### src/hdl/agds_cfg.svh
// constants for the adaptive gate drive sequencer
`ifndef AGDS_CFG_SVH
`define AGDS_CFG_SVH
// clock period in ns (10 MHz)
`define AGDS_CLK_NS          100
// code width of the gate current
`define AGDS_CODE_W          6
// lowest pre-charge and pre-discharge current code
`define AGDS_MIN_CODE        6'h00
// highest current code
`define AGDS_TOP_CODE        6'h3F
// width of phase and delay counters
`define AGDS_CNT_W           10
// adaptive mode field values
`define AGDS_MODE_ADAPT_A    2'h2
`define AGDS_MODE_ADAPT_B    2'h3
// depth of the delay history kept per edge
`define AGDS_HIST_DEPTH      2
`endif

### src/hdl/agds_pkg.sv
// types for the adaptive gate drive sequencer
package agds_pkg;
  // sequencer phases
  typedef enum logic [3:0] {
    AGDS_IDLE_OFF  = 4'h0,
    AGDS_ON_CCP    = 4'h1,
    AGDS_PRECHG    = 4'h2,
    AGDS_CHG       = 4'h3,
    AGDS_POSTCHG   = 4'h4,
    AGDS_ON_HOLD   = 4'h5,
    AGDS_SYM       = 4'h6,
    AGDS_PREDCHG   = 4'h7,
    AGDS_DCHG      = 4'h8,
    AGDS_FW_ON     = 4'h9
  } agds_state_t;
  // gate drive command for one mosfet
  typedef struct packed {
    logic       on;     // gate is sourced
    logic       off;    // gate is sunk
    logic [5:0] code;   // current code
  } agds_gate_t;
endpackage

### src/hdl/agds_adapt.sv
// one adaptive current code with filter, step and clamp
`timescale 1ns/1ps
`include "agds_cfg.svh"
module agds_adapt #(
  parameter int CW = `AGDS_CODE_W
) (
  // clock and reset
  input  wire logic          i_clk,
  input  wire logic          i_sys_rst,
  // configuration
  input  wire logic          i_load,      // enable rose: load initial value
  input  wire logic [CW-1:0] i_init,
  input  wire logic [CW-1:0] i_max,
  input  wire logic [CW-1:0] i_min,
  input  wire logic          i_adapt_en,
  input  wire logic          i_filter,
  input  wire logic          i_step2,
  // one measurement result per pwm cycle
  input  wire logic          i_meas_vld,
  input  wire logic          i_slow,      // delay above target
  input  wire logic          i_fast,      // delay below target
  // adapted code
  output logic      [CW-1:0] o_code
);
  logic [CW-1:0] code_q;   // adapted code
  logic [1:0]    prev_q;   // previous result: {slow, fast}
  logic          up;
  logic          dn;
  logic [CW:0]   stp;
  logic [CW:0]   sum;

  // clamp a wide value into [lo, hi]
  function automatic logic [CW-1:0] clamp(input logic [CW:0] v,
                                          input logic [CW-1:0] lo,
                                          input logic [CW-1:0] hi);
    if (v > {1'b0, hi})
      clamp = hi;
    else if (v < {1'b0, lo})
      clamp = lo;
    else
      clamp = v[CW-1:0];
  endfunction

  // direction decision: filtered needs two alike results
  always_comb begin
    up  = i_filter ? (i_slow && prev_q[1]) : i_slow;
    dn  = i_filter ? (i_fast && prev_q[0]) : i_fast;
    stp = i_step2 ? (CW+1)'(2) : (CW+1)'(1);
    if (up)
      sum = {1'b0, code_q} + stp;
    else if (dn && ({1'b0, code_q} >= stp))
      sum = {1'b0, code_q} - stp;
    else if (dn)
      sum = '0;
    else
      sum = {1'b0, code_q};
  end

  // code register; a fresh enable wins over a pending step
  always_ff @(posedge i_clk) begin
    if (i_sys_rst)
      code_q <= `AGDS_MIN_CODE;
    else if (i_load)
      code_q <= (i_init < i_max) ? i_init : i_max;
    else if (i_meas_vld && i_adapt_en)
      code_q <= clamp(sum, i_min, i_max);
  end

  // history of the last result, cleared on enable
  always_ff @(posedge i_clk) begin
    if (i_sys_rst || i_load)
      prev_q <= 2'h0;
    else if (i_meas_vld)
      prev_q <= {i_slow, i_fast};
  end

  assign o_code = code_q;
endmodule

### src/hdl/agds_seq.sv
// high-side pwm adaptive gate drive sequencer for one half-bridge
`timescale 1ns/1ps
`include "agds_cfg.svh"
module agds_seq #(
  parameter int CW = `AGDS_CODE_W,
  parameter int TW = `AGDS_CNT_W
) (
  // clock and reset
  input  wire logic                 i_clk,
  input  wire logic                 i_sys_rst,
  // synchronized pwm input
  input  wire logic                 i_pwm_input,
  // mode configuration
  input  wire logic                 i_halfbridge_pwm_enable,
  input  wire logic                 i_active_freewheel_select,
  input  wire logic [1:0]           i_adaptive_gate_mode,
  input  wire logic                 i_adaptation_filter_bit,
  input  wire logic                 i_adaptation_step_size_bit,
  // current codes
  input  wire logic [CW-1:0]        i_charge_current,
  input  wire logic [CW-1:0]        i_discharge_current,
  input  wire logic [CW-1:0]        i_freewheel_gate_current,
  input  wire logic [CW-1:0]        i_maximum_gate_current_code,
  input  wire logic [CW-1:0]        i_precharge_initial_value,
  input  wire logic [CW-1:0]        i_predischarge_initial_value,
  // times in clock cycles
  input  wire logic [TW-1:0]        i_freewheeling_cross_current_time,
  input  wire logic [TW-1:0]        i_active_cross_current_time,
  input  wire logic [TW-1:0]        i_precharge_duration,
  input  wire logic [TW-1:0]        i_predischarge_duration,
  input  wire logic [TW-1:0]        i_drain_source_filter_time,
  input  wire logic [TW-1:0]        i_turn_on_delay,
  input  wire logic [TW-1:0]        i_turn_off_delay,
  // switch node comparators
  input  wire logic                 i_switch_node_high_threshold,
  input  wire logic                 i_switch_node_low_threshold,
  // gate commands
  output agds_pkg::agds_gate_t      o_high_gate,
  output agds_pkg::agds_gate_t      o_low_gate,
  // status
  output agds_pkg::agds_state_t     o_phase,
  output logic [TW-1:0]             o_eff_turn_on_delay,
  output logic [TW-1:0]             o_eff_turn_off_delay
);
  // ****************************************
  // declarations
  // ****************************************
  agds_pkg::agds_state_t st_q;           // sequencer phase
  agds_pkg::agds_gate_t  hs_q;           // high-side command
  agds_pkg::agds_gate_t  ls_q;           // low-side command
  logic [TW-1:0]         ph_cnt_q;       // time in current phase
  logic [TW-1:0]         ccp_cnt_q;      // active ccp time, runs alongside turn-off
  logic                  ccp_run_q;      // active ccp window open
  logic [TW-1:0]         flt_cnt_q;      // drain-source filter time
  logic [TW-1:0]         dly_cnt_q;      // delay measure counter
  logic [TW-1:0]         eon_q;          // last effective turn-on delay
  logic [TW-1:0]         eoff_q;         // last effective turn-off delay
  logic                  pwm_q;          // previous pwm level
  logic                  en_q;           // previous enable level
  logic                  on_vld_q;       // one turn-on measurement ready
  logic                  off_vld_q;      // one turn-off measurement ready
  logic                  fw_q;           // fw charge still allowed
  logic                  ccp_end;        // last cycle of the active ccp time, or ccp window not open
  logic                  rise;
  logic                  fall;
  logic                  en_rise;
  logic                  adapt_en;
  logic [CW-1:0]         pre_code;
  logic [CW-1:0]         pred_code;

  // ****************************************
  // edge detection and mode decode
  // ****************************************
  assign rise     = i_pwm_input && !pwm_q;
  assign fall     = !i_pwm_input && pwm_q;
  assign en_rise  = i_halfbridge_pwm_enable && !en_q;
  assign adapt_en = (i_adaptive_gate_mode == `AGDS_MODE_ADAPT_A) ||
                    (i_adaptive_gate_mode == `AGDS_MODE_ADAPT_B);
  assign ccp_end  = !ccp_run_q || (ccp_cnt_q + TW'(1) >= i_active_cross_current_time);

  // past levels for edge detection
  always_ff @(posedge i_clk) begin
    if (i_sys_rst) begin
      pwm_q <= 1'b0;
      en_q  <= 1'b0;
    end else begin
      pwm_q <= i_pwm_input;
      en_q  <= i_halfbridge_pwm_enable;
    end
  end

  // ****************************************
  // phase sequencer
  // ****************************************
  // a pwm edge mid-sequence restarts the opposite sequence at once,
  // so a narrow pulse is never stretched by a pending phase
  always_ff @(posedge i_clk) begin
    if (i_sys_rst || !i_halfbridge_pwm_enable) begin
      st_q     <= agds_pkg::AGDS_IDLE_OFF;
      ph_cnt_q <= '0;
    end else if (rise) begin
      ph_cnt_q <= '0;
      if (i_active_freewheel_select)
        st_q <= agds_pkg::AGDS_ON_CCP;
      else
        st_q <= agds_pkg::AGDS_PRECHG;
    end else if (fall) begin
      ph_cnt_q <= '0;
      if (i_active_freewheel_select)
        st_q <= agds_pkg::AGDS_SYM;
      else
        st_q <= agds_pkg::AGDS_PREDCHG;
    end else begin
      ph_cnt_q <= ph_cnt_q + TW'(1);
      unique case (st_q)
        agds_pkg::AGDS_IDLE_OFF: ph_cnt_q <= '0;
        agds_pkg::AGDS_ON_CCP:
          if (ph_cnt_q + TW'(1) >= i_freewheeling_cross_current_time) begin
            st_q     <= agds_pkg::AGDS_PRECHG;
            ph_cnt_q <= '0;
          end
        agds_pkg::AGDS_PRECHG:
          if (ph_cnt_q + TW'(1) >= i_precharge_duration) begin
            st_q     <= agds_pkg::AGDS_CHG;
            ph_cnt_q <= '0;
          end
        agds_pkg::AGDS_CHG:
          if (i_switch_node_high_threshold) begin
            st_q     <= agds_pkg::AGDS_POSTCHG;
            ph_cnt_q <= '0;
          end
        agds_pkg::AGDS_POSTCHG:
          if (ph_cnt_q + TW'(1) >= i_drain_source_filter_time) begin
            st_q     <= agds_pkg::AGDS_ON_HOLD;
            ph_cnt_q <= '0;
          end
        agds_pkg::AGDS_ON_HOLD: ph_cnt_q <= '0;
        agds_pkg::AGDS_SYM:
          if (ph_cnt_q + TW'(1) >= i_freewheeling_cross_current_time) begin
            st_q     <= agds_pkg::AGDS_PREDCHG;
            ph_cnt_q <= '0;
          end
        agds_pkg::AGDS_PREDCHG:
          if (ph_cnt_q + TW'(1) >= i_predischarge_duration) begin
            st_q     <= agds_pkg::AGDS_DCHG;
            ph_cnt_q <= '0;
          end
        agds_pkg::AGDS_DCHG:
          if (ccp_end) begin
            st_q     <= agds_pkg::AGDS_FW_ON;
            ph_cnt_q <= '0;
          end
        agds_pkg::AGDS_FW_ON: ph_cnt_q <= '0;
        default: st_q <= agds_pkg::AGDS_IDLE_OFF;
      endcase
    end
  end

  // ****************************************
  // active cross-current window
  // ****************************************
  // runs from the end of symmetrization, or from the pwm fall in passive mode, concurrent with pre-discharge;
  // the host keeps pre-discharge shorter so discharge is always reached
  always_ff @(posedge i_clk) begin
    if (i_sys_rst || rise || !i_halfbridge_pwm_enable) begin
      ccp_run_q <= 1'b0;
      ccp_cnt_q <= '0;
    end else if (st_q != agds_pkg::AGDS_PREDCHG && (st_q == agds_pkg::AGDS_SYM &&
                 ph_cnt_q + TW'(1) >= i_freewheeling_cross_current_time ||
                 fall && !i_active_freewheel_select)) begin
      ccp_run_q <= 1'b1;
      ccp_cnt_q <= '0;
    end else if (ccp_run_q) begin
      ccp_cnt_q <= ccp_cnt_q + TW'(1);
      if (ccp_cnt_q + TW'(1) >= i_active_cross_current_time)
        ccp_run_q <= 1'b0;
    end
  end

  // ****************************************
  // drain-source filter timer after turn-off
  // ****************************************
  always_ff @(posedge i_clk) begin
    if (i_sys_rst || st_q != agds_pkg::AGDS_FW_ON)
      flt_cnt_q <= '0;
    else if (flt_cnt_q != i_drain_source_filter_time)
      flt_cnt_q <= flt_cnt_q + TW'(1);
  end

  // fw charge is allowed only while the switch node stays low
  always_ff @(posedge i_clk) begin
    if (i_sys_rst || st_q != agds_pkg::AGDS_FW_ON)
      fw_q <= 1'b1;
    else if (!i_switch_node_low_threshold)
      fw_q <= 1'b0;
  end

  // ****************************************
  // delay measurement
  // ****************************************
  // turn-on delay runs from pre-charge start to high threshold,
  // turn-off delay from pre-discharge start to discharge end
  always_ff @(posedge i_clk) begin
    if (i_sys_rst) begin
      dly_cnt_q <= '0;
      eon_q     <= '0;
      eoff_q    <= '0;
      on_vld_q  <= 1'b0;
      off_vld_q <= 1'b0;
    end else begin
      on_vld_q  <= 1'b0;
      off_vld_q <= 1'b0;
      if (st_q inside {agds_pkg::AGDS_PRECHG, agds_pkg::AGDS_PREDCHG, agds_pkg::AGDS_DCHG} ||
          (st_q == agds_pkg::AGDS_CHG && !i_switch_node_high_threshold))
        dly_cnt_q <= (dly_cnt_q == '1) ? dly_cnt_q : dly_cnt_q + TW'(1);
      else
        dly_cnt_q <= '0;
      if (st_q == agds_pkg::AGDS_CHG && i_switch_node_high_threshold &&
          !rise && !fall) begin
        eon_q    <= dly_cnt_q;
        on_vld_q <= 1'b1;
      end
      if (st_q == agds_pkg::AGDS_DCHG && ccp_end && !rise && !fall) begin
        eoff_q    <= dly_cnt_q + TW'(1);
        off_vld_q <= 1'b1;
      end
    end
  end

  // ****************************************
  // adaptive codes
  // ****************************************
  agds_adapt #(.CW(CW)) u_pre (
    .i_clk      (i_clk),
    .i_sys_rst  (i_sys_rst),
    .i_load     (en_rise),
    .i_init     (i_precharge_initial_value),
    .i_max      (i_maximum_gate_current_code),
    .i_min      (`AGDS_MIN_CODE),
    .i_adapt_en (adapt_en),
    .i_filter   (i_adaptation_filter_bit),
    .i_step2    (i_adaptation_step_size_bit),
    .i_meas_vld (on_vld_q),
    .i_slow     (eon_q > i_turn_on_delay),
    .i_fast     (eon_q < i_turn_on_delay),
    .o_code     (pre_code)
  );

  agds_adapt #(.CW(CW)) u_pred (
    .i_clk      (i_clk),
    .i_sys_rst  (i_sys_rst),
    .i_load     (en_rise),
    .i_init     (i_predischarge_initial_value),
    .i_max      (i_maximum_gate_current_code),
    .i_min      (`AGDS_MIN_CODE),
    .i_adapt_en (adapt_en),
    .i_filter   (i_adaptation_filter_bit),
    .i_step2    (i_adaptation_step_size_bit),
    .i_meas_vld (off_vld_q),
    .i_slow     (eoff_q > i_turn_off_delay),
    .i_fast     (eoff_q < i_turn_off_delay),
    .o_code     (pred_code)
  );

  // ****************************************
  // high-side gate command
  // ****************************************
  always_ff @(posedge i_clk) begin
    if (i_sys_rst) begin
      hs_q <= '{on: 1'b0, off: 1'b1, code: `AGDS_MIN_CODE};
    end else begin
      unique case (st_q)
        agds_pkg::AGDS_PRECHG:
          hs_q <= '{on: 1'b1, off: 1'b0, code: pre_code};
        agds_pkg::AGDS_CHG:
          hs_q <= '{on: 1'b1, off: 1'b0, code: i_charge_current};
        agds_pkg::AGDS_POSTCHG, agds_pkg::AGDS_ON_HOLD:
          if (hs_q.code < i_maximum_gate_current_code)
            hs_q.code <= hs_q.code + CW'(1);
        agds_pkg::AGDS_SYM:
          hs_q <= hs_q;
        agds_pkg::AGDS_PREDCHG:
          hs_q <= '{on: 1'b0, off: 1'b1, code: pred_code};
        agds_pkg::AGDS_DCHG:
          hs_q <= '{on: 1'b0, off: 1'b1, code: i_discharge_current};
        default:
          hs_q <= '{on: 1'b0, off: 1'b1, code: i_discharge_current};
      endcase
    end
  end

  // ****************************************
  // low-side gate command
  // ****************************************
  always_ff @(posedge i_clk) begin
    if (i_sys_rst || !i_active_freewheel_select) begin
      ls_q <= '{on: 1'b0, off: 1'b1, code: `AGDS_MIN_CODE};
    end else if (st_q == agds_pkg::AGDS_ON_CCP) begin
      ls_q <= '{on: 1'b0, off: 1'b1, code: i_freewheel_gate_current};
    end else if (st_q == agds_pkg::AGDS_FW_ON && fw_q && i_switch_node_low_threshold &&
                 flt_cnt_q != i_drain_source_filter_time) begin
      ls_q <= '{on: 1'b1, off: 1'b0, code: i_freewheel_gate_current};
    end else if (st_q != agds_pkg::AGDS_FW_ON || !ls_q.on) begin  // a running fw charge holds
      ls_q <= '{on: 1'b0, off: 1'b1, code: ls_q.code};
    end
  end

  // ****************************************
  // outputs
  // ****************************************
  assign o_high_gate          = hs_q;
  assign o_low_gate           = ls_q;
  assign o_phase              = st_q;
  assign o_eff_turn_on_delay  = eon_q;
  assign o_eff_turn_off_delay = eoff_q;
endmodule

### config.mk
export PLATFORM = sky130hd
export DESIGN_NAME = agds_seq
export DESIGN_NICKNAME = d
export VERILOG_FILES = /design/src/hdl/agds_pkg.sv /design/src/hdl/agds_adapt.sv /design/src/hdl/agds_seq.sv
export VERILOG_INCLUDE_DIRS = /design/src /design/src/hdl
export SDC_FILE = /design/constraint.sdc
export NUM_CORES = 1
export LEC_CHECK = 0
export CAP_MARGIN = 40
export CORE_ASPECT_RATIO = 0.75
export CORE_MARGIN = 4
export CORE_UTILIZATION = 55
export DETAILED_ROUTE_END_ITERATION = 8
export DONT_BUFFER_PORTS = 1
export GPL_TIMING_DRIVEN = 0
export PLACE_DENSITY = 0.78
export REMOVE_ABC_BUFFERS = 1
export SYNTH_ARGS = -nofsm -noshare
export SYNTH_HDL_FRONTEND = slang
export SYNTH_HIERARCHICAL = 1
export SYNTH_SLANG_ARGS = --single-unit
### constraint.sdc
create_clock -name i_clk -period 6.2 [get_ports i_clk]
set_clock_uncertainty 0.05 [all_clocks]
set_input_delay 0.31 -clock i_clk [delete_from_list [all_inputs] [get_ports i_clk]]
set_output_delay 0.31 -clock i_clk [all_outputs]
set_load 0.02 [all_outputs]
Yosys cells after proc, flatten, opt, wreduce, memory -nomap -nowiden
Index checks and enable logic that the tools add are counted.
Widths: inputs -> output; s select.
{"block": "word_totals", "output_inout_bits": 40, "inputBits": 117, "ff_bits": 102}
{"block": "op_classes", "bitwise_logic": 2, "reduce_logical": 62, "mux": 51, "n_eq_ne": 24, "addsub": 9, "n_lt_le_gt_ge": 18}
{"operator": "$mux 6", "n": 14}
{"operator": "$pmux 10 s7", "n": 1}
{"operator": "$mux 10", "n": 6}
{"operator": "$ge 10x10->1", "n": 5}
{"operator": "$add 10x1->10 const B", "n": 4}
{"operator": "$mux 4", "n": 9}
{"operator": "$ne 4x4->1 const B", "n": 8}
{"operator": "$pmux 4 s8", "n": 1}
{"operator": "$pmux 6 s5", "n": 1}
{"operator": "$mux 7", "n": 4}
{"operator": "$logic_and 1x1->1", "n": 24}
{"operator": "$gt 10x10->1", "n": 2}
{"operator": "$lt 10x10->1", "n": 2}
{"operator": "$lt 6x6->1", "n": 3}
{"operator": "$eq 4x3->1 const B", "n": 4}
{"operator": "$mux 8", "n": 2}
{"operator": "$add 6x7->7", "n": 2}
{"operator": "$ge 6x7->1", "n": 2}
{"operator": "$gt 7x6->1", "n": 2}
{"operator": "$lt 7x1->1 const B", "n": 2}
{"operator": "$sub 6x7->7", "n": 2}
{"operator": "$reduce_or 2->1", "n": 6}
{"operator": "$logic_or 1x1->1", "n": 11}
{"operator": "$eq 10x10->1 const B", "n": 1}
{"operator": "other kinds (20)", "n": 48}

Logic depth before layout (Yosys ltp)
Gate-level depths: netlist (run 1).
{"block": "logic_depth", "word_depth": 11, "mapped_depth": 23}

Hierarchy
Netlist (run 1), hierarchy kept.
{"mod": "agds_seq", "n_inst": 1, "cells_each": 722, "area_each_um2": 6002.0}
{"mod": "agds_adapt", "n_inst": 2, "cells_each": 185, "area_each_um2": 1460.2}

Worst setup path before layout (run 1)
No wires, ideal clock.
{"block": "synth_path", "kind": "register to register", "from": "register eon_q[3] (netlist: o_eff_turn_on_delay[3])", "to": "register u_pre.code_q[4] (netlist: u_pre/o_code[4])", "path_slack_ns": 1.312, "path_stages_with_launch": 20, "period_less_slack_ns": 4.888, "arrival_ns": 4.723, "setup_time_ns": 0.115, "cell_sequence": "dfxtp_1 > ha_1 > a21o_1 > a21o_1 > a21oi_1 > nor2_1 > a2111oi_0 > a31oi_1 > clkbuf_1 > a211oi_1 > nand2_1 > o41a_1 > o21ai_0 > ha_1 > and3_1 > nand3_1 > nand3_1 > a211oi_2 > mux2_1 > o21ba_1"}
{"block": "synth_between", "elab_chain_cells": 11}
{"item": "start, declared", "line": "agds_seq.sv:56", "source": "logic [TW-1:0] eon_q;"}
{"item": "start signal, assigned", "line": "agds_seq.sv:220", "source": "eon_q <= dly_cnt_q;"}
{"item": "$lt 10x10->1", "line": "agds_seq.sv:245", "source": ".i_fast (eon_q < i_turn_on_delay),"}
{"item": "$logic_and 1x1->1", "line": "agds_adapt.sv:47", "source": "dn = i_filter ? (i_fast && prev_q[0]) : i_fast;"}
{"item": "$mux 1", "line": "agds_adapt.sv:47"}
{"item": "$mux 6 / $logic_and 1x1->1 (equally long branches)", "line": "agds_adapt.sv:53, agds_adapt.sv:51"}
{"item": "$mux 7", "line": "agds_adapt.sv:51", "source": "else if (dn && ({1'b0, code_q} >= stp))"}
{"item": "$mux 7 (*)", "line": "agds_adapt.sv:49", "source": "if (up)"}
{"item": "$lt 7x1->1", "line": "agds_adapt.sv:38", "source": "else if (v < {1'b0, lo})"}
{"item": "$mux 6", "line": "agds_adapt.sv:38"}
{"item": "$mux 6 (*)", "line": "agds_adapt.sv:36", "source": "if (v > {1'b0, hi})"}
{"item": "$mux 6 (*)", "line": "agds_adapt.sv:65", "source": "else if (i_meas_vld && i_adapt_en)"}
{"item": "$mux 6 (*)", "line": "agds_adapt.sv:63", "source": "else if (i_load)"}
{"item": "end signal, assigned", "line": "agds_adapt.sv:62", "source": "code_q <= `AGDS_MIN_CODE;"}
{"item": "end signal, assigned", "line": "agds_adapt.sv:64", "source": "code_q <= (i_init < i_max) ? i_init : i_max;"}
{"item": "end signal, assigned", "line": "agds_adapt.sv:66", "source": "code_q <= clamp(sum, i_min, i_max);"}
{"item": "end, declared", "line": "agds_adapt.sv:25", "source": "logic [CW-1:0] code_q;"}
Mark *: on every way between the ends. The rest lies on a longest branch, timed or not. The select of a mux whose other input is x is not followed.
A chain may end at the register's enable or synchronous reset.

Worst setup path after layout (run 1)
{"block": "layout_path", "from": "register eoff_q[1] (netlist: o_eff_turn_off_delay[1])", "to": "register u_pred.code_q[0] (netlist: u_pred/o_code[0])"}
{"block": "layout_between", "elab_chain_cells": 11}
{"item": "start, declared", "line": "agds_seq.sv:57", "source": "logic [TW-1:0] eoff_q;"}
{"item": "start signal, assigned", "line": "agds_seq.sv:224", "source": "eoff_q <= dly_cnt_q + TW'(1);"}
{"item": "$lt 10x10->1", "line": "agds_seq.sv:261", "source": ".i_fast (eoff_q < i_turn_off_delay),"}
{"item": "$logic_and 1x1->1", "line": "agds_adapt.sv:47"}
{"item": "$mux 1", "line": "agds_adapt.sv:47"}
{"item": "$mux 6 / $logic_and 1x1->1 (equally long branches)", "line": "agds_adapt.sv:53, agds_adapt.sv:51"}
{"item": "$mux 7", "line": "agds_adapt.sv:51"}
{"item": "$mux 7 (*)", "line": "agds_adapt.sv:49"}
{"item": "$lt 7x1->1", "line": "agds_adapt.sv:38"}
{"item": "$mux 6", "line": "agds_adapt.sv:38"}
{"item": "$mux 6 (*)", "line": "agds_adapt.sv:36"}
{"item": "$mux 6 (*)", "line": "agds_adapt.sv:65"}
{"item": "$mux 6 (*)", "line": "agds_adapt.sv:63"}
{"item": "end signal, assigned", "line": "agds_adapt.sv:62"}
{"item": "end signal, assigned", "line": "agds_adapt.sv:64"}
{"item": "end signal, assigned", "line": "agds_adapt.sv:66"}
{"item": "end, declared", "line": "agds_adapt.sv:25"}
Marks and branches as above.

==> qor.log, run 1 <==
INFO  status         status=complete, no violations
INFO  worst_setup_path crit_path_slowest_cell=sky130_fd_sc_hd__dfxtp_1
INFO  clock_network  cts.htree.levels=3
INFO  clock_network  cts_buffers=9
INFO  grt            grt_start_max_net_pins=30
INFO  route          drt_iter0_markers=454
INFO  clock_network  cts_num_sinks=102
INFO  finish         synthesis_to_layout_area_growth=7.25%
INFO  timing         rsz_0062_raised_after_global_routing=no
INFO  yosys          post_synth_instance_area=8920squm
INFO  finish         multiInputGateArea=6340squm
INFO  finish         post_route_cells_drive_above_1_share=0.0525
INFO  timing         final.setup.tns=0ns
INFO  yosys          synth.mux.area_fraction=0.0627
INFO  floorplan      pin_count=157
INFO  yosys          synth_warnings=6
INFO  yosys          netlist-cell-type-count=75
INFO  yosys          async_flop_share=0
INFO  route          detail_route.wirelength=22500um
INFO  worst_hold_path holdCritStartpoint=i_sys_rst
INFO  worst_setup_path critPathMostFrequentCell=sky130_fd_sc_hd__o21a_1
INFO  worst_hold_path worst_hold_path.num_cells=1
INFO  floorplan      die_h=118um
INFO  yosys          synth_top_family_by_area=compound AO/OA/AOI/OAI gates
INFO  yosys          postSynthAreaPerCell=8.17squm
INFO  placement      io_buffer_count=0
INFO  grt            first_global_vias=7169
INFO  worst_setup_path ff2ff_setup_slack=0.84ns
INFO  worst_setup_path critical_path.n_buffers_inverters=1
INFO  worst_setup_path critPathTopFamily=compound AO/OA/AOI/OAI gates
INFO  worst_setup_path crit_required=6.35ns
INFO  placement      inst_count_dp=1293
INFO  timing         report.final.setup_viol=0
INFO  placement      globalplace.congestion=0.911
INFO  power          ir_drop=0.000142V
INFO  worst_setup_path r2r_cells=21
INFO  grt            grt_first_pass_wirelength=36400um
INFO  route          drc=0
INFO  timing         timing.final.crit_share=0.865
INFO  worst_setup_path worst_r2r_endpoint=u_pred/o_code[0]
INFO  route          drt-wirelength-per-cell=17.1um
INFO  yosys          synthXorXnorAreaFrac=0.0550
INFO  grt            antenna_violations_before_repair=0
INFO  timing         max_clock_freq=186MHz
INFO  floorplan      fp-row-count=40
INFO  grt            track_usage=0.239
INFO  yosys          synth_sequential_area_ratio=0.229
INFO  route          avgViaCountPerCell=5.90
INFO  route          vias=7764
INFO  floorplan      fp.dieArea=18300squm
INFO  yosys          synth_simple_gate_area_share=0.191
INFO  timing         worstMarginPinSlew=0.885ns
INFO  finish         final_cell_count_no_fill=1315
INFO  clock_network  worstSkewPairLatency=0.33ns
INFO  worst_setup_path cp_data_arrival_time=5.52ns
INFO  timing         final_hold_violation_count=0
INFO  clock_network  clockBufferDepth=2
INFO  finish         fillers=1425
INFO  finish         antenna_diode_count=0
INFO  route          drt-pass1-iter-count=5
INFO  worst_setup_path critical_path.max_fanout=10
INFO  worst_setup_path worstPathCellList=ha_1, nor2b_1, o21a_1, o21a_1, o21ai_0, nand2b_1, a21oi_1, o311a_1, inv_1, a211oi_1, nand2_1, o21a_1, o21ai_0, ha_1, a21o_1, a21oi_1, nand3b_1, a21oi_2, nor2b_1, a2111oi_0, a2111oi_0
INFO  yosys          synth-adder-area-share=0.180
INFO  timing         timing.slew.headroom=0.410
INFO  worst_hold_path min_to=o_high_gate[7]
INFO  yosys          synth_edf_count=0
INFO  finish         num-nets-final=1343
INFO  worst_setup_path worstSetupEndpointType=flop
INFO  placement      detailed_place_hpwl=18000um
INFO  finish         seq_area=2040squm
INFO  power          power.density=182nW/um^2
INFO  worst_setup_path critical_path.max_stage_delay=0.52ns
INFO  floorplan      start_util=0.559
INFO  clock_network  clock_tree_from_tritoncts=built
INFO  worst_setup_path critical_path.startpoint_type=flop
INFO  yosys          yosys.area.top_type=sky130_fd_sc_hd__dfxtp_1
INFO  yosys          netlist_top_cells_area=sky130_fd_sc_hd__dfxtp_1 (23%), sky130_fd_sc_hd__ha_1 (17%), sky130_fd_sc_hd__inv_1 (5.2%)
INFO  route          route.antenna.remaining_nets=0
INFO  clock_network  clkTransAtPathRegs=0.07ns
INFO  worst_setup_path crit_type=reg2reg
INFO  floorplan      die_width=155um
INFO  yosys          synth.ff_latch_count=102
INFO  timing         final_period_minus_worst_setup_slack=5.36ns
INFO  yosys          yosys.area.top_type_share=0.229
INFO  clock_network  clockRootBuffer=sky130_fd_sc_hd__clkbuf_16
INFO  power          p_leak=0.00424uW
INFO  flow_run       maxCapViolCount=0
INFO  yosys          synthCells=1092
INFO  worst_hold_path hold_path_class=in2reg
INFO  timing         timing_max_transition_violations_final=0
INFO  worst_setup_path worst_r2r_startpoint=o_eff_turn_off_delay[1]
INFO  grt            globalRouteOverflowTotal=0
INFO  floorplan      placeableCoreArea=16000squm
INFO  yosys          synth_compound_gate_area_share=0.211
INFO  yosys          synth_flop_cell=sky130_fd_sc_hd__dfxtp_1
logic make-up (layout without fill, tap and decap cells):
family | count (synthesis) | in the layout
AO/OA/AOI/OAI | 254 | 254
XOR/XNOR | 56 | 56
adder cells (fa/ha/maj) | 126 | 126
buffers and inverters | 160 | 154
flip-flops | 102 | 102
multiplexers | 54 | 54
other | 1 | 20
AND/OR/NAND/NOR | 339 | 339
how the worst max path moves through the flow:
stage	start	to	slack, ns	depth (start not counted)
2_1_floorplan	o_eff_turn_on_delay[3]	u_pre/o_code[4]	1.28	18
3_3_place_gp	o_eff_turn_on_delay[3]	u_pre/o_code[0]	0.11	19
3_5_place_dp	o_eff_turn_on_delay[3]	u_pre/o_code[0]	0.70	19
4_1_cts	o_eff_turn_on_delay[3]	u_pre/o_code[0]	0.67	19
5_1_grt	o_eff_turn_on_delay[3]	u_pre/o_code[0]	0.53	20
6_report	o_eff_turn_off_delay[1]	u_pred/o_code[0]	0.84	21
state kept, by name, indices dropped and copies added, names as in the netlist:
name / cells
fw_q: 1
o_low_gate: 8
flt_cnt_q: 10
o_high_gate: 8
u_pre/prev_q: 2
o_eff_turn_on_delay: 10
u_pre/o_code: 6
u_pred/o_code: 6
on_vld_q: 1
o_eff_turn_off_delay: 10
ccp_cnt_q: 10
dly_cnt_q: 10
ccp_run_q: 1
pwm_q: 1
o_phase: 4
u_pred/prev_q: 2
off_vld_q: 1
ph_cnt_q: 10
en_q: 1
synthesized netlist by cell type (all sizes together), types with 10 or more instances:
cell and count:
inv 125, ha 122, nor2 105, dfxtp 102
nand2 58, a21oi 54, o21ai 50, mux2i 45
nand3 38, xnor2 32, nor2b 31, a211oi 27
xor2 24, clkbuf 22, nand2b 22, a21o 19
nor3 18, and3 17, nand4 17, a2111oi 15
o21a 15, buf 13, a31oi 10
where the power goes:
part	total (uW)	internal, uW	switching, uW
sequential	715	671	44.3
combinational	479	208	271
clock	551	299	252
total	1740	1180	567
area by class of cell:
class                   count  share of cell area
multi-input cells         849               0.662
flip-flops and latches    102               0.213
clock inverters             5             0.00405
clock buffers              11              0.0264
inverters                 125              0.0490
repair buffers             13              0.0175
well taps                 210              0.0275
per-layer routing:
layer	up-vias	share of wire	global-route usage	routed length, um
met2	251	0.44	0.363	9830
li1	3895	-	-	-
met5	-	0	0	0
met1	3595	0.48	0.354	10800
met3	23	0.069	0.0428	1560
met4	0	0.013	0.0458	291
placed cells by master, fill, tap and decap left out, types with 8 or more instances in the layout:
cell type,synthesis,final
sky130_fd_sc_hd__a2111oi_0,10,10
sky130_fd_sc_hd__a211oi_1,24,24
sky130_fd_sc_hd__a21o_1,19,19
sky130_fd_sc_hd__a21oi_1,50,50
sky130_fd_sc_hd__a31oi_1,9,9
sky130_fd_sc_hd__and3_1,17,17
sky130_fd_sc_hd__clkbuf_16,0,9
sky130_fd_sc_hd__conb_1,1,20
sky130_fd_sc_hd__dfxtp_1,102,102
sky130_fd_sc_hd__ha_1,122,122
sky130_fd_sc_hd__inv_1,124,124
sky130_fd_sc_hd__mux2i_1,45,45
sky130_fd_sc_hd__nand2_1,58,58
sky130_fd_sc_hd__nand2b_1,22,22
sky130_fd_sc_hd__nand3_1,38,38
sky130_fd_sc_hd__nand4_1,17,17
sky130_fd_sc_hd__nor2_1,105,105
sky130_fd_sc_hd__nor2b_1,31,30
sky130_fd_sc_hd__nor3_1,16,16
sky130_fd_sc_hd__o211ai_1,8,8
sky130_fd_sc_hd__o21a_1,15,15
sky130_fd_sc_hd__o21ai_0,43,43
sky130_fd_sc_hd__xnor2_1,32,32
sky130_fd_sc_hd__xor2_1,24,24
metrics by stage:
step,power [uW],utilization,instance area (sq um),hold slack (ns),setup WS (ns)
finish,1740,0.599,9570,0.0250,0.835
global route,1850,0.599,9570,0.0174,0.528
CTS,1750,0.596,9520,0.00288,0.669
detailed placement,1190,0.577,9210,0.343,0.699
global placement,1170,0.570,9100,0.340,0.113
floorplan,1090,-,8830,0.327,1.28
what timing repair did:
| item | CTS | global route |
|---|---|---|
| setup buffers | 0 | 0 |
| endpoints found under the hold margin | 29 | 1 |
| hold buffers | 2 | 2 |
| gates resized for setup | 0 | 0 |
Power figures use the tool's default switching activity.
==> run 2, diff against run 1 <==
CORE_MARGIN = unset   (was 4)
==> run 2 against run 1 <==
  * Hold slack worse by 0.0088 ns
  * Global-route usage up 3.2 points
  * Critical path depth fell by 2
  * Largest cell class unchanged
  * Largest power group unchanged
==> qor.log, run 2 (synthesis results as in run 1) <==
INFO  timing         final_hold_violation_count=0 [unchanged]
INFO  placement      detailed_place_hpwl=17800um [-1.0%]
INFO  timing         max_clock_freq=179MHz [-3.7%]
INFO  worst_setup_path worst_r2r_endpoint=u_pre/o_code[0]
INFO  worst_setup_path critical_path.max_fanout=10 [unchanged]
INFO  power          power_switching=563uW [-0.58%]
INFO  route          avgViaCountPerCell=5.98 [+1.2%]
INFO  timing         worstMarginPinSlew=0.833ns [-0.0524 ns]
INFO  power          pwr-share-comb=0.275 [about the same]
INFO  clock_network  clockRootBuffer=sky130_fd_sc_hd__clkbuf_16
INFO  clock_network  cts_buffers=9 [unchanged]
INFO  worst_hold_path worst_hold_path.num_cells=1 [unchanged]
INFO  grt            first_global_vias=7324 [+2.2%]
INFO  route          detail_route.wirelength=22300um [-1.1%]
INFO  worst_setup_path critical_path.max_stage_delay=0.63ns [+0.11 ns]
INFO  power          clock_power_share=0.311 [-0.005]
INFO  worst_setup_path worst_r2r_startpoint=o_eff_turn_on_delay[3]
INFO  timing         rsz_0062_raised_after_global_routing=no
INFO  finish         most-common-layout-cells=sky130_fd_sc_hd__inv_1 (124), sky130_fd_sc_hd__ha_1 (122), sky130_fd_sc_hd__nor2_1 (105)
INFO  power          ir_drop=0.000109V [-23%]
INFO  worst_hold_path holdCritStartpoint=i_sys_rst
INFO  clock_network  cts_num_sinks=102 [unchanged]
INFO  clock_network  cts.htree.levels=3 [unchanged]
INFO  route          drt-pass1-iter-count=5 [unchanged]
INFO  clock_network  clkTransAtPathRegs=0.07ns [about the same]
INFO  finish         layout.cells.most_common=sky130_fd_sc_hd__inv_1
INFO  route          drt-wirelength-per-cell=17.0um [-0.48%]
INFO  worst_setup_path r2r_cells=19 [-9.5%]
INFO  power          power.density=182nW/um^2 [-0.22%]
INFO  finish         fillers=1385 [-2.8%]
INFO  finish         num-nets-final=1340 [-0.22%]
INFO  floorplan      fp-row-count=39 [-2.5%]
INFO  worst_setup_path critPathMostFrequentCell=sky130_fd_sc_hd__a21o_1
INFO  placement      globalplace.congestion=0.893 [-1.9%]
INFO  floorplan      placeableCoreArea=15500squm [-2.8%]
INFO  timing         report.final.setup_viol=0 [unchanged]
INFO  worst_hold_path min_to=o_high_gate[7]
INFO  finish         seq_area=2040squm [unchanged]
INFO  timing         fin_ws=0.627ns [-0.208 ns]
INFO  power          cellInternalPower=1170uW [-1.0%]
INFO  clock_network  clockBufferDepth=2 [unchanged]
INFO  route          drt_iter0_markers=478 [+5.3%]
INFO  flow_run       maxCapViolCount=0 [unchanged]
INFO  grt            antenna_violations_before_repair=0 [unchanged]
INFO  worst_setup_path crit_path_slowest_cell=sky130_fd_sc_hd__a2111oi_1
INFO  clock_network  worstSkewPairLatency=0.34ns [about the same]
INFO  timing         timing_max_transition_violations_final=0 [unchanged]
INFO  placement      io_buffer_count=0 [unchanged]
INFO  worst_setup_path worstPathCellList=ha_1, a21o_1, a21o_1, a21oi_1, nor2_1, a2111oi_1, a31oi_1, a211oi_1, nand2_1, o21a_1, o21ai_0, ha_1, a21o_1, a21oi_1, nand3b_1, a21oi_2, nor2b_1, a2111oi_0, a2111oi_0
INFO  power          power_frac_seq=0.414 [+0.004]
INFO  grt            grt_first_pass_wirelength=36300um [-0.25%]
INFO  floorplan      die_h=112um [-5.1%]
INFO  floorplan      die_width=149um [-3.9%]
INFO  status         status=complete, no violations
INFO  worst_setup_path cp_data_arrival_time=5.72ns [+0.20 ns]
INFO  floorplan      start_util=0.575 [+0.0161]
INFO  clock_network  clock_tree_from_tritoncts=built
INFO  grt            globalRouteOverflowTotal=0 [unchanged]
INFO  floorplan      fp.dieArea=16700squm [-8.7%]
INFO  finish         post_route_cells_drive_above_1_share=0.0508 [-0.00167]
INFO  grt            grt_start_max_net_pins=34 [+13%]
INFO  power          power.share.switching=0.326 [+0.00102]
INFO  worst_setup_path ff2ff_setup_slack=0.63ns [-0.21 ns]
INFO  route          route.antenna.remaining_nets=0 [unchanged]
INFO  floorplan      pin_count=157 [unchanged]
INFO  grt            track_usage=0.271 [+0.0322]
INFO  clock_network  cts_post_setup_buffers_inserted=0 [unchanged]
INFO  worst_setup_path crit_required=6.35ns [about the same]
INFO  timing         final.setup.tns=0ns [unchanged]
INFO  timing         timing.slew.headroom=0.444 [+0.0338]
INFO  route          vias=7810 [+0.59%]
INFO  worst_setup_path worstSetupEndpointType=flop
INFO  finish         synthesis_to_layout_area_growth=6.52%
INFO  finish         antenna_diode_count=0 [unchanged]
INFO  route          drc=0 [unchanged]
INFO  timing         timing.final.crit_share=0.899 [+0.0335]
INFO  timing         final_period_minus_worst_setup_slack=5.57ns [+0.208 ns]
INFO  finish         multiInputGateArea=6340squm [about the same]
INFO  worst_setup_path crit_type=reg2reg
INFO  worst_hold_path hold_path_class=in2reg
INFO  placement      place_worst_setup_slack=0.556ns [-0.142 ns]
INFO  power          p_leak=0.00421uW [-0.63%]
INFO  worst_setup_path critical_path.startpoint_type=flop
==> run 2: cell types whose count changed in the layout (fill, tap and decap cells not counted), sizes merged <==
cell / previous run / this run
buf: 8 / 9
clkbuf: 11 / 13
clkinv: 2 / 1
dlygate4sd3: 4 / 1
dlymetal6s2s: 1 / 0
inv: 128 / 127
==> run 2: stage by stage <==
step           total power [uW]  hold WS [ns]   util  area, sq um  instances
2_1_floorplan              1090         0.327      -         8830       1076
3_3_place_gp               1170         0.339  0.586         9090       1281
3_5_place_dp               1190         0.344  0.593         9200       1289
4_1_cts                    1730       0.00258  0.612         9500       1307
5_1_grt                    1820       0.00177  0.612         9500       1307
6_report                   1730        0.0162  0.612         9500       1307
==> run 2: layout make-up <==
type | instances | area share
Clock buffer | 13 | 0.0263
Tap cell | 205 | 0.0270
Timing Repair Buffer | 10 | 0.0129
Sequential cell | 102 | 0.215
Inverter | 125 | 0.0494
Multi-Input combinational cell | 849 | 0.667
Clock inverter | 3 | 0.00276
==> run 2: critical path: cells and delay by family (launching register included) <==
kind	cells	cell delay, ns
AO/OA/AOI/OAI	13	3.78
AND/OR/NAND/NOR	4	0.46
flip-flops	1	0.50
adder cells (fa/ha/maj)	2	0.64
==> run 2: routing by layer <==
layer / part of all wire / GRT usage
met1: 0.48 / 0.379
met2: 0.44 / 0.427
met3: 0.073 / 0.0565
met4: 0.013 / 0.0565
met5: 0 / 0
==> run 2: how the worst max path moves through the flow <==
stage                                      start               to  slack [ns]  cells past startpoint
after floorplan           o_eff_turn_on_delay[3]  u_pre/o_code[4]        1.28                     18
after global placement    o_eff_turn_on_delay[3]  u_pre/o_code[0]        0.06                     19
after detailed placement  o_eff_turn_on_delay[3]  u_pre/o_code[0]        0.56                     19
after CTS                 o_eff_turn_on_delay[3]  u_pre/o_code[0]        0.52                     19
after global routing      o_eff_turn_on_delay[3]  u_pre/o_code[0]        0.19                     19
final                     o_eff_turn_on_delay[3]  u_pre/o_code[0]        0.63                     19
==> run 2: power groups by stage <==
stage               clock network (uW)  logic, uW  registers, uW
detailed placement                   0        459            729
global placement                     0        443            731
finish                             538        475            715
CTS                                550        468            714
global route                       575        531            718
floorplan                            0        369            717
==> run 2: what timing repair did <==
item,in CTS,in global routing
setup endpoints to repair,0,1
hold buffers,2,0
endpoints found under the hold margin,33,0
resized for setup,0,1
==> run 3, diff against run 2 <==
ABC_AREA = 1   (was unset)
==> run 3 against run 2 <==
  * Total power up 14%
  * Highest routed layer unchanged
  * Register-to-register slack better by 1.2 ns
  * Count of clock-buffer cells in the layout down 4
  * Die area up 0.62%
  * Synthesized cell count up 25%
  * Flip-flop and latch count unchanged
  * Wire length up 0.41%
  * Combinational power up 29%
  * Sequential power up 6.7%
  * Critical path type unchanged
==> qor.log, run 3 <==
INFO  status         status=complete, no violations
INFO  clock_network  cts_post_setup_buffers_inserted=0 [unchanged]
INFO  grt            antenna_violations_before_repair=0 [unchanged]
INFO  timing         final_hold_violation_count=0 [unchanged]
INFO  floorplan      placeableCoreArea=16000squm [+2.9%]
INFO  yosys          synth_most_common_cell=sky130_fd_sc_hd__nand2_1
INFO  route          drt-pass1-iter-count=5 [unchanged]
INFO  worst_setup_path critical_path.max_fanout=7 [-3]
INFO  worst_setup_path crit_start=o_eff_turn_on_delay[8]
INFO  yosys          synth_top_family_by_area=simple AND/OR/NAND/NOR gates
INFO  worst_setup_path worst_r2r_startpoint=o_eff_turn_on_delay[8]
INFO  worst_setup_path critical_path.startpoint_type=flop
INFO  power          ir_drop=0.000124V [+14%]
INFO  worst_setup_path r2r_cells=21 [+2]
INFO  yosys          synth_simple_gate_area_share=0.271 [+0.0802]
INFO  route          routed.top_layer=met4
INFO  clock_network  clockRootBuffer=sky130_fd_sc_hd__clkbuf_16
INFO  finish         layout.cells.most_common=sky130_fd_sc_hd__nand2_1
INFO  yosys          netlist-cell-type-count=51 [-32%]
INFO  clock_network  clkTransAtPathRegs=0.08ns [about the same]
INFO  yosys          netlist_top_cells_area=sky130_fd_sc_hd__dfxtp_1 (23%), sky130_fd_sc_hd__ha_1 (17%), sky130_fd_sc_hd__nand2_1 (11%)
INFO  yosys          synth-adder-area-share=0.179 [-0.00113]
INFO  yosys          async_flop_share=0 [unchanged]
INFO  finish         antenna_diode_count=0 [unchanged]
INFO  worst_setup_path crit_required=6.44ns [+0.09 ns]
INFO  finish         most-common-layout-cells=sky130_fd_sc_hd__nand2_1 (256), sky130_fd_sc_hd__inv_1 (245), sky130_fd_sc_hd__nor2_1 (157)
INFO  grt            grt_start_max_net_pins=25 [-26%]
INFO  route          met2RoutedLength=9480um [-2.1%]
INFO  yosys          synth_sequential_area_ratio=0.227 [-0.00144]
INFO  worst_setup_path crit_end=u_pre/o_code[4]
INFO  power          power.density=205nW/um^2 [+13%]
INFO  timing         final.setup.tns=0ns [unchanged]
INFO  worst_setup_path cp_data_arrival_time=4.62ns [-1.10 ns]
INFO  worst_setup_path worstSetupEndpointType=flop
INFO  power          report.power.total=1960uW [+14%]
INFO  clock_network  clockBufferDepth=2 [unchanged]
INFO  worst_hold_path hold_path_class=in2reg
INFO  yosys          synthCells=1363 [+25%]
INFO  clock_network  cts_num_sinks=102 [unchanged]
INFO  timing         fin_ws=1.82ns [+1.19 ns]
INFO  yosys          synth.mux.area_fraction=0 [-0.0627]
INFO  placement      globalplace.congestion=0.927 [+3.9%]
INFO  yosys          post_synth_instance_area=8980squm [+0.63%]
INFO  route          routedLengthMet1=10700um [+0.65%]
INFO  floorplan      start_util=0.562 [-0.0126]
INFO  yosys          synth_flop_cell=sky130_fd_sc_hd__dfxtp_1
INFO  placement      detailed_place_hpwl=18100um [+1.4%]
INFO  route          drt_iter0_markers=545 [+14%]
INFO  route          vias=8585 [+9.9%]
INFO  flow_run       maxCapViolCount=0 [unchanged]
INFO  worst_setup_path ff2ff_setup_slack=1.82ns [+1.19 ns]
INFO  timing         report.final.setup_viol=0 [unchanged]
INFO  power          p_leak=0.00489uW [+16%]
INFO  yosys          synth.ff_latch_count=102 [unchanged]
INFO  grt            grt_first_pass_wirelength=36600um [+0.82%]
INFO  yosys          yosys.area.top_type_share=0.227 [-0.00144]
INFO  route          drt-wirelength-per-cell=14.0um [-18%]
INFO  floorplan      pin_count=157 [unchanged]
INFO  route          avgViaCountPerCell=5.38 [-10%]
INFO  yosys          synth.top_cells.by_count=sky130_fd_sc_hd__nand2_1 (256), sky130_fd_sc_hd__inv_1 (245), sky130_fd_sc_hd__nor2_1 (157), sky130_fd_sc_hd__ha_1 (122), sky130_fd_sc_hd__o21ai_0 (107)
INFO  route          drc=0 [unchanged]
INFO  clock_network  cts.htree.levels=3 [unchanged]
INFO  worst_setup_path crit_type=reg2reg
INFO  timing         max_clock_freq=228MHz [+27%]
INFO  grt            track_usage=0.270 [-0.000446]
INFO  floorplan      die_width=150um [+0.31%]
INFO  worst_setup_path worst_r2r_endpoint=u_pre/o_code[4]
INFO  clock_network  clock_tree_from_tritoncts=built
INFO  timing         worstMarginPinSlew=0.657ns [-0.176 ns]
INFO  timing         timing.final.crit_share=0.707 [-0.192]
INFO  clock_network  cts-resized-gates=0 [unchanged]
INFO  route          detail_route.wirelength=22400um [+0.41%]
INFO  yosys          synth_compound_gate_area_share=0.167 [-0.0441]
INFO  grt            globalRouteOverflowTotal=0 [unchanged]
INFO  timing         timing_max_transition_violations_final=0 [unchanged]
INFO  yosys          yosys.area.top_type=sky130_fd_sc_hd__dfxtp_1
INFO  floorplan      fp.dieArea=16800squm [+0.62%]
INFO  finish         num-nets-final=1626 [+21%]
INFO  timing         timing.slew.headroom=0.561 [+0.117]
INFO  route          route.antenna.remaining_nets=0 [unchanged]
INFO  timing         rsz_0062_raised_after_global_routing=no
INFO  floorplan      die_h=113um [+0.31%]
INFO  yosys          postSynthAreaPerCell=6.59squm [-19%]
INFO  floorplan      fp-row-count=40 [+2.6%]
INFO  finish         synthesis_to_layout_area_growth=6.56% [about the same]
INFO  finish         fillers=1562 [+13%]
INFO  yosys          synthXorXnorAreaFrac=0.0400 [-0.0150]
INFO  clock_network  cts_buffers=9 [unchanged]
INFO  placement      io_buffer_count=0 [unchanged]
INFO  clock_network  worstSkewPairLatency=0.35ns [about the same]
INFO  yosys          synth_edf_count=0 [unchanged]
INFO  finish         post_route_cells_drive_above_1_share=0.0505 [-0.000348]
INFO  yosys          synth_warnings=6 [unchanged]
INFO  placement      place_worst_setup_slack=1.89ns [+1.33 ns]
INFO  timing         final_period_minus_worst_setup_slack=4.38ns [-1.19 ns]
INFO  route          detailroute.wirelength.met3=1850um [+14%]
INFO  grt            first_global_vias=7807 [+6.6%]
-- run 3: changes by cell type after synthesis, moves of 22 or more --
cell / before / now
sky130_fd_sc_hd__a21oi_1: 50 / 101
sky130_fd_sc_hd__nor2b_1: 31 / 0
sky130_fd_sc_hd__nand3_1: 38 / 72
sky130_fd_sc_hd__inv_1: 124 / 245
sky130_fd_sc_hd__nand2_1: 58 / 256
sky130_fd_sc_hd__xnor2_1: 32 / 7
sky130_fd_sc_hd__nor2_1: 105 / 157
sky130_fd_sc_hd__o21ai_0: 43 / 107
sky130_fd_sc_hd__a211oi_1: 24 / 1
sky130_fd_sc_hd__mux2i_1: 45 / 0
sky130_fd_sc_hd__nand2b_1: 22 / 0
-- run 3: worst max-delay path, stage by stage, from the launching register on --
cell and delay [ns]:
sky130_fd_sc_hd__dfxtp_1 0.52, sky130_fd_sc_hd__ha_1 0.30, sky130_fd_sc_hd__nand2_1 0.08, sky130_fd_sc_hd__nor2_1 0.06
sky130_fd_sc_hd__nand4_1 0.09, sky130_fd_sc_hd__nor2_1 0.05, sky130_fd_sc_hd__a211oi_1 0.39, sky130_fd_sc_hd__o21ai_1 0.27
sky130_fd_sc_hd__nor2_1 0.26, sky130_fd_sc_hd__xor2_1 0.17, sky130_fd_sc_hd__inv_1 0.05, sky130_fd_sc_hd__o22ai_1 0.32
sky130_fd_sc_hd__ha_1 0.34, sky130_fd_sc_hd__a21oi_1 0.16, sky130_fd_sc_hd__o21ai_0 0.11, sky130_fd_sc_hd__a21oi_1 0.14
sky130_fd_sc_hd__o21ai_0 0.11, sky130_fd_sc_hd__a21oi_2 0.30, sky130_fd_sc_hd__inv_1 0.17, sky130_fd_sc_hd__a21oi_1 0.17
sky130_fd_sc_hd__a21oi_1 0.10, sky130_fd_sc_hd__nor2_1 0.10
-- run 3: through the flow --
step | utilization | cell area [sq um] | hold WS (ns) | cells
3_3_place_gp | 0.579 | 9240 | 0.335 | 1580
6_report | 0.599 | 9570 | 0.0259 | 1597
3_5_place_dp | 0.580 | 9260 | 0.336 | 1581
4_1_cts | 0.599 | 9570 | 0.0142 | 1597
2_1_floorplan | - | 8980 | 0.329 | 1370
5_1_grt | 0.599 | 9570 | 0.0200 | 1597
-- run 3: cells by family after synthesis --
logic type / Yosys count
buffers and inverters: 268
flip-flops: 102
AND/OR/NAND/NOR: 562
adder cells (fa/ha/maj): 126
XOR/XNOR: 41
other: 1
AO/OA/AOI/OAI: 263
-- run 3: worst min path at each step --
| stage | startpoint | to | slack (ns) | depth (start not counted) |
|---|---|---|---|---|
| after floorplan | i_sys_rst | o_eff_turn_off_delay[8] | 0.33 | 1 |
| after global placement | i_sys_rst | o_high_gate[5] | 0.34 | 1 |
| after detailed placement | i_sys_rst | o_eff_turn_off_delay[8] | 0.34 | 1 |
| after CTS | i_sys_rst | o_high_gate[6] | 0.01 | 2 |
| after global routing | i_sys_rst | o_high_gate[6] | 0.02 | 2 |
| final | i_sys_rst | o_high_gate[6] | 0.03 | 2 |
-- run 3: power breakdown --
group	switching [uW]	leakage, uW	internal (uW)	total, uW
logic	386	0.00391	227	613
clock network	269	0.000146	319	588
registers	77.2	0.000828	685	763
-- run 3: final cells by class --
| cell class | instances | area, sq um | area share |
|---|---|---|---|
| tap | 210 | 263 | 0.0275 |
| multi-input combinational | 1014 | 5990 | 0.626 |
| clock buffer | 9 | 225 | 0.0235 |
| timing repair buffer | 2 | 21.3 | 0.00222 |
| inverter | 254 | 953 | 0.0996 |
| sequential | 102 | 2040 | 0.213 |
| clock inverter | 6 | 77.6 | 0.00811 |
-- run 3: repair_timing --
| item | CTS | global route |
|---|---|---|
| hold endpoints to repair | 6 | 0 |
| endpoints found under the setup margin | 0 | 0 |
| hold buffers | 1 | 0 |
-- run 3: routing by layer --
layer,track usage,vias up
met5,0,-
met2,0.410,287
met4,0.0714,0
met1,0.378,3838
met3,0.0695,26
li1,-,4434
